### src/rtl/fan_lut_step2_defines.svh
// Register offsets, field positions, reset values for the lookup-table step
`ifndef FAN_LUT_STEP2_DEFINES_SVH
`define FAN_LUT_STEP2_DEFINES_SVH

// ============================================================
// Register indices (byte address is four times the index)
`define IDX_LUT_CTRL        10'h04A
`define IDX_LUT_TEMP_OFFSET 10'h04E
`define IDX_STEP2_LIMIT     10'h052
`define IDX_STEP2_DUTY      10'h053
`define IDX_STEP2_STATUS    10'h060

// ============================================================
// Control register fields
`define CTRL_TEMP_HIRES_BIT 0
`define CTRL_DUTY_HIRES_BIT 1
`define CTRL_PWM_22K_BIT    2
`define CTRL_WRITE_EN_BIT   5

// ============================================================
// Field positions inside the step registers
`define LIMIT_TOP_BIT       7
`define DUTY_EXT_MSB        7
`define DUTY_EXT_LSB        6
`define DUTY_BASE_MSB       5

// ============================================================
// Reset values
`define RST_STEP2_LIMIT     8'h7F
`define RST_STEP2_DUTY      8'h3F
`define RST_LUT_CTRL        8'h00
`define RST_LUT_TEMP_OFFSET 8'h00

`endif

### src/rtl/fan_lut_step2_pkg.sv
// Types shared by the lookup-table step design files
package fan_lut_step2_pkg;

    // Bus answer sequencer
    typedef enum logic [0:0] {
        BUS_IDLE,
        BUS_ACK
    } bus_state_type;

    // Register byte value
    typedef logic [7:0] reg_byte_type;

endpackage

### src/rtl/step_eval_if.sv
// Bundle between the register bank and the threshold evaluator
`timescale 1ns/1ns
interface step_eval_if;
    logic [8:0] temp;      // Remote temperature, LSB 0.5 degree
    logic [7:0] limit;     // Stored limit byte
    logic [7:0] duty;      // Stored duty byte
    logic [7:0] offset;    // Table offset, whole degrees
    logic       temp_hires; // High-resolution temperature mode
    logic       duty_hires; // High-resolution duty mode, gated by PWM rate
    logic       exceeds;   // Temperature above effective threshold
    logic [7:0] duty_sel;  // Duty value offered by this step

    modport bank (output temp, limit, duty, offset, temp_hires, duty_hires,
                  input exceeds, duty_sel);
    modport evaluator (input temp, limit, duty, offset, temp_hires, duty_hires,
                       output exceeds, duty_sel);
endinterface // step_eval_if

### src/rtl/fan_step_eval.sv
// Threshold comparison and duty selection for one table step
`timescale 1ns/1ns
`include "fan_lut_step2_defines.svh"
module fan_step_eval (
    step_eval_if.evaluator ev
);

    // ============================================================
    // Threshold and comparison
    logic [9:0] thr_hi;    // High-res threshold, half-degree units
    logic [8:0] thr_lo;    // Low-res threshold, whole degrees
    logic [6:0] step2_limit_low_bits;
    logic       step2_limit_top_bit;

    // Sign bit is never stored, so every threshold is positive
    always_comb begin
        step2_limit_low_bits = ev.limit[6:0];
        step2_limit_top_bit  = ev.limit[`LIMIT_TOP_BIT] & ev.temp_hires;
        // Top bit joins the low bits in high resolution
        thr_hi = {2'b00, step2_limit_top_bit, step2_limit_low_bits}
               + {1'b0, ev.offset, 1'b0};
        thr_lo = {2'b00, step2_limit_low_bits} + {1'b0, ev.offset};
        // Nine reading bits in high resolution, eight in low
        if (ev.temp_hires) begin
            ev.exceeds = {1'b0, ev.temp} > thr_hi;
        end else begin
            ev.exceeds = {1'b0, ev.temp[8:1]} > thr_lo;
        end
    end

    // ============================================================
    // Duty selection
    logic [1:0] step2_duty_extended_bits;
    logic [5:0] step2_duty_base_bits;

    // Extended bits count only when the bank allows them
    always_comb begin
        step2_duty_base_bits     = ev.duty[`DUTY_BASE_MSB:0];
        step2_duty_extended_bits = ev.duty_hires
                                 ? ev.duty[`DUTY_EXT_MSB:`DUTY_EXT_LSB] : 2'b00;
        ev.duty_sel = {step2_duty_extended_bits, step2_duty_base_bits};
    end

endmodule // fan_step_eval

### src/rtl/fan_lut_entry_two.sv
// Lookup-table step two: registers, Wishbone slave and fan duty output
//
// Implementation choice: the Wishbone register port.
`timescale 1ns/1ns
`include "fan_lut_step2_defines.svh"
module fan_lut_entry_two #(
    parameter int ADDR_W = 12   // Byte address width on the bus
) (
    input  wire logic              clk_i,
    input  wire logic              rst_i,
    // Wishbone classic slave
    input  wire logic              cyc_i,
    input  wire logic              stb_i,
    input  wire logic              we_i,
    input  wire logic [ADDR_W-1:0] adr_i,
    input  wire logic [3:0]        sel_i,
    input  wire logic [31:0]       dat_i,
    output logic      [31:0]       dat_o,
    output logic                   ack_o,
    // Temperature from the conversion logic
    input  wire logic [8:0]        remote_temp_i,
    // To the PWM generator
    output logic                   step_active_o,
    output logic      [7:0]        pwm_duty_o
);

    // ============================================================
    // Address decode and register view helpers

    // Word index of a byte address; misaligned maps to nothing
    function automatic logic [9:0] word_index(input logic [ADDR_W-1:0] a);
        logic [ADDR_W-1:0] sh;
        sh = a >> 2;
        word_index = (a[1:0] == 2'b00) ? sh[9:0] : 10'h3FF;
    endfunction

    // Limit byte as seen by software and comparator
    function automatic logic [7:0] limit_view(input logic [7:0] raw, input logic hires);
        limit_view = hires ? raw : {1'b0, raw[6:0]};
    endfunction

    // Duty byte as seen by software
    function automatic logic [7:0] duty_view(input logic [7:0] raw, input logic hires);
        duty_view = hires ? raw : {2'b00, raw[5:0]};
    endfunction

    // ============================================================
    // Register state
    fan_lut_step2_pkg::reg_byte_type  lut_step2_temp_limit_q, lut_step2_temp_limit_d;
    fan_lut_step2_pkg::reg_byte_type  lut_step2_duty_q, lut_step2_duty_d;
    fan_lut_step2_pkg::reg_byte_type  ctrl_q, ctrl_d;     // Table control
    fan_lut_step2_pkg::reg_byte_type  offset_q, offset_d; // Table offset
    fan_lut_step2_pkg::bus_state_type bus_q, bus_d;       // Answer sequencer
    logic [31:0]                      rdata_q, rdata_d;   // Read data flop

    // Output flops
    logic       active_q, active_d;
    logic [7:0] duty_out_q, duty_out_d;

    // Decoded request
    logic [9:0] idx;         // Word index of the request
    logic       req;         // Request present
    logic       commit;      // Edge where the master samples ack
    logic       wr_lane0;    // Write that touches byte lane 0
    logic       table_wen;   // Table unlocked for writes
    logic       temp_hires;  // Temperature resolution mode
    logic       duty_hires;  // Duty resolution mode, effective

    always_comb begin
        idx        = word_index(adr_i);
        req        = cyc_i & stb_i;
        commit     = req & (bus_q == fan_lut_step2_pkg::BUS_ACK);
        wr_lane0   = commit & we_i & sel_i[0];
        table_wen  = ctrl_q[`CTRL_WRITE_EN_BIT];
        temp_hires = ctrl_q[`CTRL_TEMP_HIRES_BIT];
        // Extended duty bits are dead at slow PWM rates
        duty_hires = ctrl_q[`CTRL_DUTY_HIRES_BIT] & ctrl_q[`CTRL_PWM_22K_BIT];
    end

    // ============================================================
    // Evaluator
    step_eval_if ev_if ();

    always_comb begin
        ev_if.temp       = remote_temp_i;
        ev_if.limit      = lut_step2_temp_limit_q;
        ev_if.duty       = lut_step2_duty_q;
        ev_if.offset     = offset_q;
        ev_if.temp_hires = temp_hires;
        ev_if.duty_hires = duty_hires;
    end

    fan_step_eval i_fan_step_eval (
        .ev (ev_if.evaluator)
    );

    // ============================================================
    // Bus sequencer: ack one cycle after the request appears
    always_comb begin
        case (bus_q)
            fan_lut_step2_pkg::BUS_IDLE: begin
                // New request gets an answer next cycle
                bus_d = req ? fan_lut_step2_pkg::BUS_ACK : fan_lut_step2_pkg::BUS_IDLE;
            end
            fan_lut_step2_pkg::BUS_ACK: begin
                // Ack lasts one cycle, master must release
                bus_d = fan_lut_step2_pkg::BUS_IDLE;
            end
            default: begin
                bus_d = fan_lut_step2_pkg::BUS_IDLE;
            end
        endcase
    end

    // ============================================================
    // Read data, captured when the answer is issued
    always_comb begin
        rdata_d = 32'h0000_0000;
        if (req && (bus_q == fan_lut_step2_pkg::BUS_IDLE) && !we_i) begin
            case (idx)
                `IDX_STEP2_LIMIT: begin
                    // Always readable; top bit masked in low mode
                    rdata_d[7:0] = limit_view(lut_step2_temp_limit_q, temp_hires);
                end
                `IDX_STEP2_DUTY: begin
                    // Upper bits masked in low duty mode
                    rdata_d[7:0] = duty_view(lut_step2_duty_q, duty_hires);
                end
                `IDX_LUT_CTRL: begin
                    rdata_d[7:0] = ctrl_q;
                end
                `IDX_LUT_TEMP_OFFSET: begin
                    rdata_d[7:0] = offset_q;
                end
                `IDX_STEP2_STATUS: begin
                    // Live view of the step's decision
                    rdata_d[0]    = active_q;
                    rdata_d[15:8] = duty_out_q;
                end
                default: begin
                    // Unmapped reads return zero
                    rdata_d = 32'h0000_0000;
                end
            endcase
        end
    end

    // ============================================================
    // Register writes, taken at the ack edge only
    always_comb begin
        lut_step2_temp_limit_d = lut_step2_temp_limit_q;
        lut_step2_duty_d       = lut_step2_duty_q;
        ctrl_d                 = ctrl_q;
        offset_d               = offset_q;
        if (wr_lane0) begin
            case (idx)
                `IDX_STEP2_LIMIT: begin
                    // Locked table silently drops the write
                    if (table_wen) begin
                        lut_step2_temp_limit_d = limit_view(dat_i[7:0], temp_hires);
                    end
                end
                `IDX_STEP2_DUTY: begin
                    if (table_wen) begin
                        lut_step2_duty_d = duty_view(dat_i[7:0], duty_hires);
                    end
                end
                `IDX_LUT_CTRL: begin
                    ctrl_d = dat_i[7:0];
                end
                `IDX_LUT_TEMP_OFFSET: begin
                    offset_d = dat_i[7:0];
                end
                default: begin
                    // Unmapped or read-only: ignored
                    ctrl_d = ctrl_q;
                end
            endcase
        end
    end

    // ============================================================
    // Fan output: step duty while above threshold, else zero
    always_comb begin
        active_d   = ev_if.exceeds;
        duty_out_d = ev_if.exceeds ? ev_if.duty_sel : 8'h00;
    end

    // ============================================================
    // All flops, synchronous reset
    always_ff @(posedge clk_i) begin
        if (rst_i) begin
            lut_step2_temp_limit_q <= `RST_STEP2_LIMIT;
            lut_step2_duty_q       <= `RST_STEP2_DUTY;
            ctrl_q                 <= `RST_LUT_CTRL;
            offset_q               <= `RST_LUT_TEMP_OFFSET;
            bus_q                  <= fan_lut_step2_pkg::BUS_IDLE;
            rdata_q                <= 32'h0000_0000;
            active_q               <= 1'b0;
            duty_out_q             <= 8'h00;
        end else begin
            lut_step2_temp_limit_q <= lut_step2_temp_limit_d;
            lut_step2_duty_q       <= lut_step2_duty_d;
            ctrl_q                 <= ctrl_d;
            offset_q               <= offset_d;
            bus_q                  <= bus_d;
            rdata_q                <= rdata_d;
            active_q               <= active_d;
            duty_out_q             <= duty_out_d;
        end
    end

    // Outputs straight from flops
    assign ack_o         = (bus_q == fan_lut_step2_pkg::BUS_ACK);
    assign dat_o         = rdata_q;
    assign step_active_o = active_q;
    assign pwm_duty_o    = duty_out_q;
endmodule // fan_lut_entry_two

### config.mk
export PLATFORM = sky130hd
export DESIGN_NAME = fan_lut_entry_two
export DESIGN_NICKNAME = d
export VERILOG_FILES = /design/src/rtl/fan_lut_step2_pkg.sv /design/src/rtl/step_eval_if.sv /design/src/rtl/fan_step_eval.sv /design/src/rtl/fan_lut_entry_two.sv
export VERILOG_INCLUDE_DIRS = /design/src /design/src/rtl
export SDC_FILE = /design/constraint.sdc
export NUM_CORES = 1
export LEC_CHECK = 0
export BUFFER_PORTS_ARGS = -buffer_cell sky130_fd_sc_hd__clkbuf_2
export CORE_MARGIN = 5
export CORE_UTILIZATION = 40
export CTS_CLUSTER_DIAMETER = 30
export CTS_CLUSTER_SIZE = 25
export DETAILED_ROUTE_END_ITERATION = 8
export MAX_ROUTING_LAYER = met4
export SLEW_MARGIN = 40
export SYNTH_ARGS = -nofsm -noshare
export SYNTH_HDL_FRONTEND = slang
export SYNTH_SLANG_ARGS = --single-unit
### constraint.sdc
create_clock -name clk_i -period 3.4 [get_ports clk_i]
set_input_delay 0 -clock clk_i [delete_from_list [all_inputs] [get_ports clk_i]]
set_output_delay 0 -clock clk_i [all_outputs]
set_load 0.05 [all_outputs]
==> flow_summary.rst <==
.. list-table::
   :header-rows: 1

   * - Metric
     - Value
   * - Io pins
     - 104
   * - Total global-route track usage
     - 0.173
   * - Post-synth top flop
     - dfxtp_1
   * - Endpoint arrival time on the critical path
     - between 3000 and 4000 ps
   * - Startpoint type of the worst setup path
     - register
   * - RD Place Congestion
     - 0.830
   * - Highest fanout seen on the critical path
     - 5
   * - Outcome
     - finished, final reports clean
   * - Fin Clk Skew
     - between 5 and 6 ps
   * - Max Buffers Root-to-Sink
     - 2
   * - Number of warning messages in the yosys log
     - 0
   * - Most common cell in the synthesized netlist
     - dfxtp_1
   * - Routed Wire Length
     - 8.73 mm
   * - Clock latency reported for the late side of the worst-skew pair
     - around 320 ps
   * - Time the worst path needs with I/O delays and setup
     - 3230 ps
   * - Leftover overflow at the end of global routing
     - 0
   * - Syn_area_per_cell
     - 9.06 um2
   * - Placement row count
     - 33
   * - # fillers
     - about 790
   * - Unique masters post-synth
     - 50
   * - Slew at the pin closest to its max-slew limit
     - between 700 and 800 ps
   * - Pin count of the biggest net entering global routing
     - 42
   * - Drt drc
     - 0
   * - Final period utilization
     - 0.949
   * - Synthesized instance count
     - approximately 370
   * - Library cell occupying the most area in the post-synthesis netlist
     - dfxtp_1
   * - Clock tree sinks
     - 58
   * - Mapped Area
     - about 0.0033 mm2
   * - Clock transition at the register clock pins on the worst setup and hold paths after CTS
     - 60 ps
   * - Average via count per standard cell
     - 5.20
   * - Area of all placed cells without fillers
     - about 0.0041 mm2
   * - Die Area
     - ~0.01 mm2
   * - Global-route wire length before repair
     - around 13 mm
   * - Total cell area at the placement stage
     - 0.00375 mm2
   * - Share of cells above drive strength 1
     - 0.236
   * - Remaining max-slew budget at the tightest pin
     - 0.468
   * - Initial DRC Count
     - approximately 140
   * - # diodes
     - 0
   * - Cells after DPL
     - about 540
   * - Starting utilization of the core area
     - 0.408
   * - # port buffers
     - 60
   * - Final Max Tran Viols
     - 0
   * - Sort of element at the end of the critical path
     - register
   * - Power density relative to cell area
     - 338 mW/mm2
   * - Number of cells in the finished layout apart from fillers
     - about 570
   * - DIE WIDTH
     - around 100 um
   * - Number of nets with antenna violations after detailed routing
     - 0
   * - Overall via count from detail_route
     - 2,946
   * - EDFF count, synth
     - 0
   * - Number of H-tree levels
     - 3
   * - Layout net count
     - between 500 and 600
   * - Final Hold Vio Count
     - 0
   * - #FFs+latches synth
     - 58
   * - Detailed placer's ending HPWL
     - around 6.5 mm
   * - Setup Viol. Count Final
     - 0
   * - Vias in the first global route
     - around 2,700
   * - Drt pass-1 iters
     - 4
   * - P&R area growth vs syn
     - 23.5%
   * - Maximum operating frequency
     - 310 MHz
   * - Wire per inst
     - 15.4 um
   * - Fraction of registers with async set or reset after synthesis
     - 0
   * - Number of clock buffers inserted by TritonCTS
     - 9
   * - Std-Cell Core Area
     - about 0.0082 mm2
   * - Die Span Y
     - slightly above 100 um
   * - Yosys top cell area share
     - 0.348
   * - Register area share after synthesis
     - 0.348
   * - Worst vdd rail ir drop
     - around 0.00018 V
   * - Count of max-cap constraint violations
     - 0
   * - Initial antenna violation count
     - 0
   * - Clock Tree Root
     - clkbuf_8
   * - Worst setup path category
     - register to register
   * - Clock tree from TritonCTS
     - done
   * - Static power due to leakage
     - approximately 1.9 nW
   * - Class of the most critical hold timing path
     - input pin to register
   * - Cell types with the largest area share after synthesis
     - dfxtp_1, ha_1, mux2i_1, buf_4, a21oi_1
   * - Most numerous cell types in the synthesized netlist
     - dfxtp_1, nor2_1, ha_1
   * - Required arrival time at the worst endpoint
     - between 3000 and 4000 ps
[routing by layer]
metal / up-vias / track usage / routed length [um] / part of all wire
met5: - / - / 0 / 0
met1: 1389 / 0.215 / 3780 / 0.43
met4: 0 / 0.0491 / 97 / 0.011
li1: 1474 / - / - / -
met3: 7 / 0.0406 / 475 / 0.054
met2: 76 / 0.280 / 4370 / 0.50
[worst max-delay path, stage by stage, from the launching register on]
cell      delay (ps)
dfxtp_1          330
buf_4            120
ha_2             190
inv_1             50
fa_1             410
nor2b_2          140
o31a_1           140
o21ai_0           70
nand2b_1          90
xnor2_1           70
ha_1             330
a211oi_2         240
o211ai_1         150
o211a_1          270
a32o_2           290
and4_1           220
[cell usage in the layout (no fill, tap or decap), types with 4 or more instances in the layout]
cell type and n:
a21o_1 5, mux2i_1 18, nor3_1 16, dlygate4sd3_1 13
a22oi_1 7, inv_1 13, ha_1 30, conb_1 16
nand3_1 5, clkbuf_8 11, dfxtp_1 58, a21oi_1 27
o21a_1 4, nand2b_1 5, nand4_1 8, xnor2_1 4
o21ai_0 12, and2_1 14, nor2b_1 7, nand2_1 18
clkbuf_2 59, buf_4 18, nor2_1 33, and4_1 5
xor2_1 6
[where the power goes]
part	internal [mW]	leakage, nW	total, mW	switching (mW)
Combinational	0.0485	1.30	0.159	0.110
Clock	0.296	0.0920	0.546	0.250
Sequential	0.684	0.469	0.687	0.00240
Total	1.03	1.86	1.39	0.363
[stage by stage]
stage / TNS, ps / power (mW) / utilization / hold slack [ps] / worst slack [ps]
floorplan: 0 / 0.809 / - / 118 / 447
global placement: 0 / 0.840 / 0.459 / 265 / 114
detailed placement: 0 / 0.842 / 0.459 / 281 / 45.7
CTS: 0 / 1.40 / 0.496 / 69.6 / 4.24
global route: -95.5 / 1.46 / 0.504 / 102 / -45.3
finish: 0 / 1.39 / 0.504 / 101 / 174
[registers in the layout (all words and copies together), names as in the netlist]
name           flops
pwm_duty_o         8
dat_o             16
ev_if.offset       8
step_active_o      1
ack_o              1
ev_if.limit        8
ev_if.duty         8
ctrl_q             8
[cells by family (layout without fill, tap and decap cells)]
group,Yosys count,in the layout,synth area share
buffers and inverters,42,119,0.0754
XOR/XNOR,10,10,0.0263
multiplexers,21,21,0.0642
adder cells (fa/ha/maj),33,33,0.128
other,1,16,0.00113
AND/OR/NAND/NOR,127,127,0.208
AO/OA/AOI/OAI,76,77,0.148
flip-flops,58,58,0.348
[cell type report]
class / count / area (um2) / area share
inverter: 13 / 48.8 / 0.0119
clock inverter: 3 / 15.0 / 0.00365
clock buffer: 12 / 155 / 0.0377
sequential: 58 / 1160 / 0.282
timing repair buffer: 91 / 566 / 0.137
tap: 105 / 131 / 0.0319
multi-input combinational: 284 / 2040 / 0.495
[final timing paths]
path | cells after the start | startpoint | endpoint | slack (ps)
setup / recovery | 15 | ev_if.offset[0] | pwm_duty_o[7] | 170
hold / removal | 4 | adr_i[3] | dat_o[0] | 100
setup reg to reg | 15 | ev_if.offset[0] | pwm_duty_o[7] | 170
hold reg to reg | 1 | pwm_duty_o[7] | dat_o[15] | 450
[timing repair]
action | 4_1_cts | 5_1_grt
gates resized for setup | 0 | 11
endpoints found under the setup margin | 0 | 9
hold buffers | 13 | 0
endpoints found under the hold margin | 30 | 0
buffers inserted | 0 | 1
No activity file was read; power rests on OpenSTA's default activity.
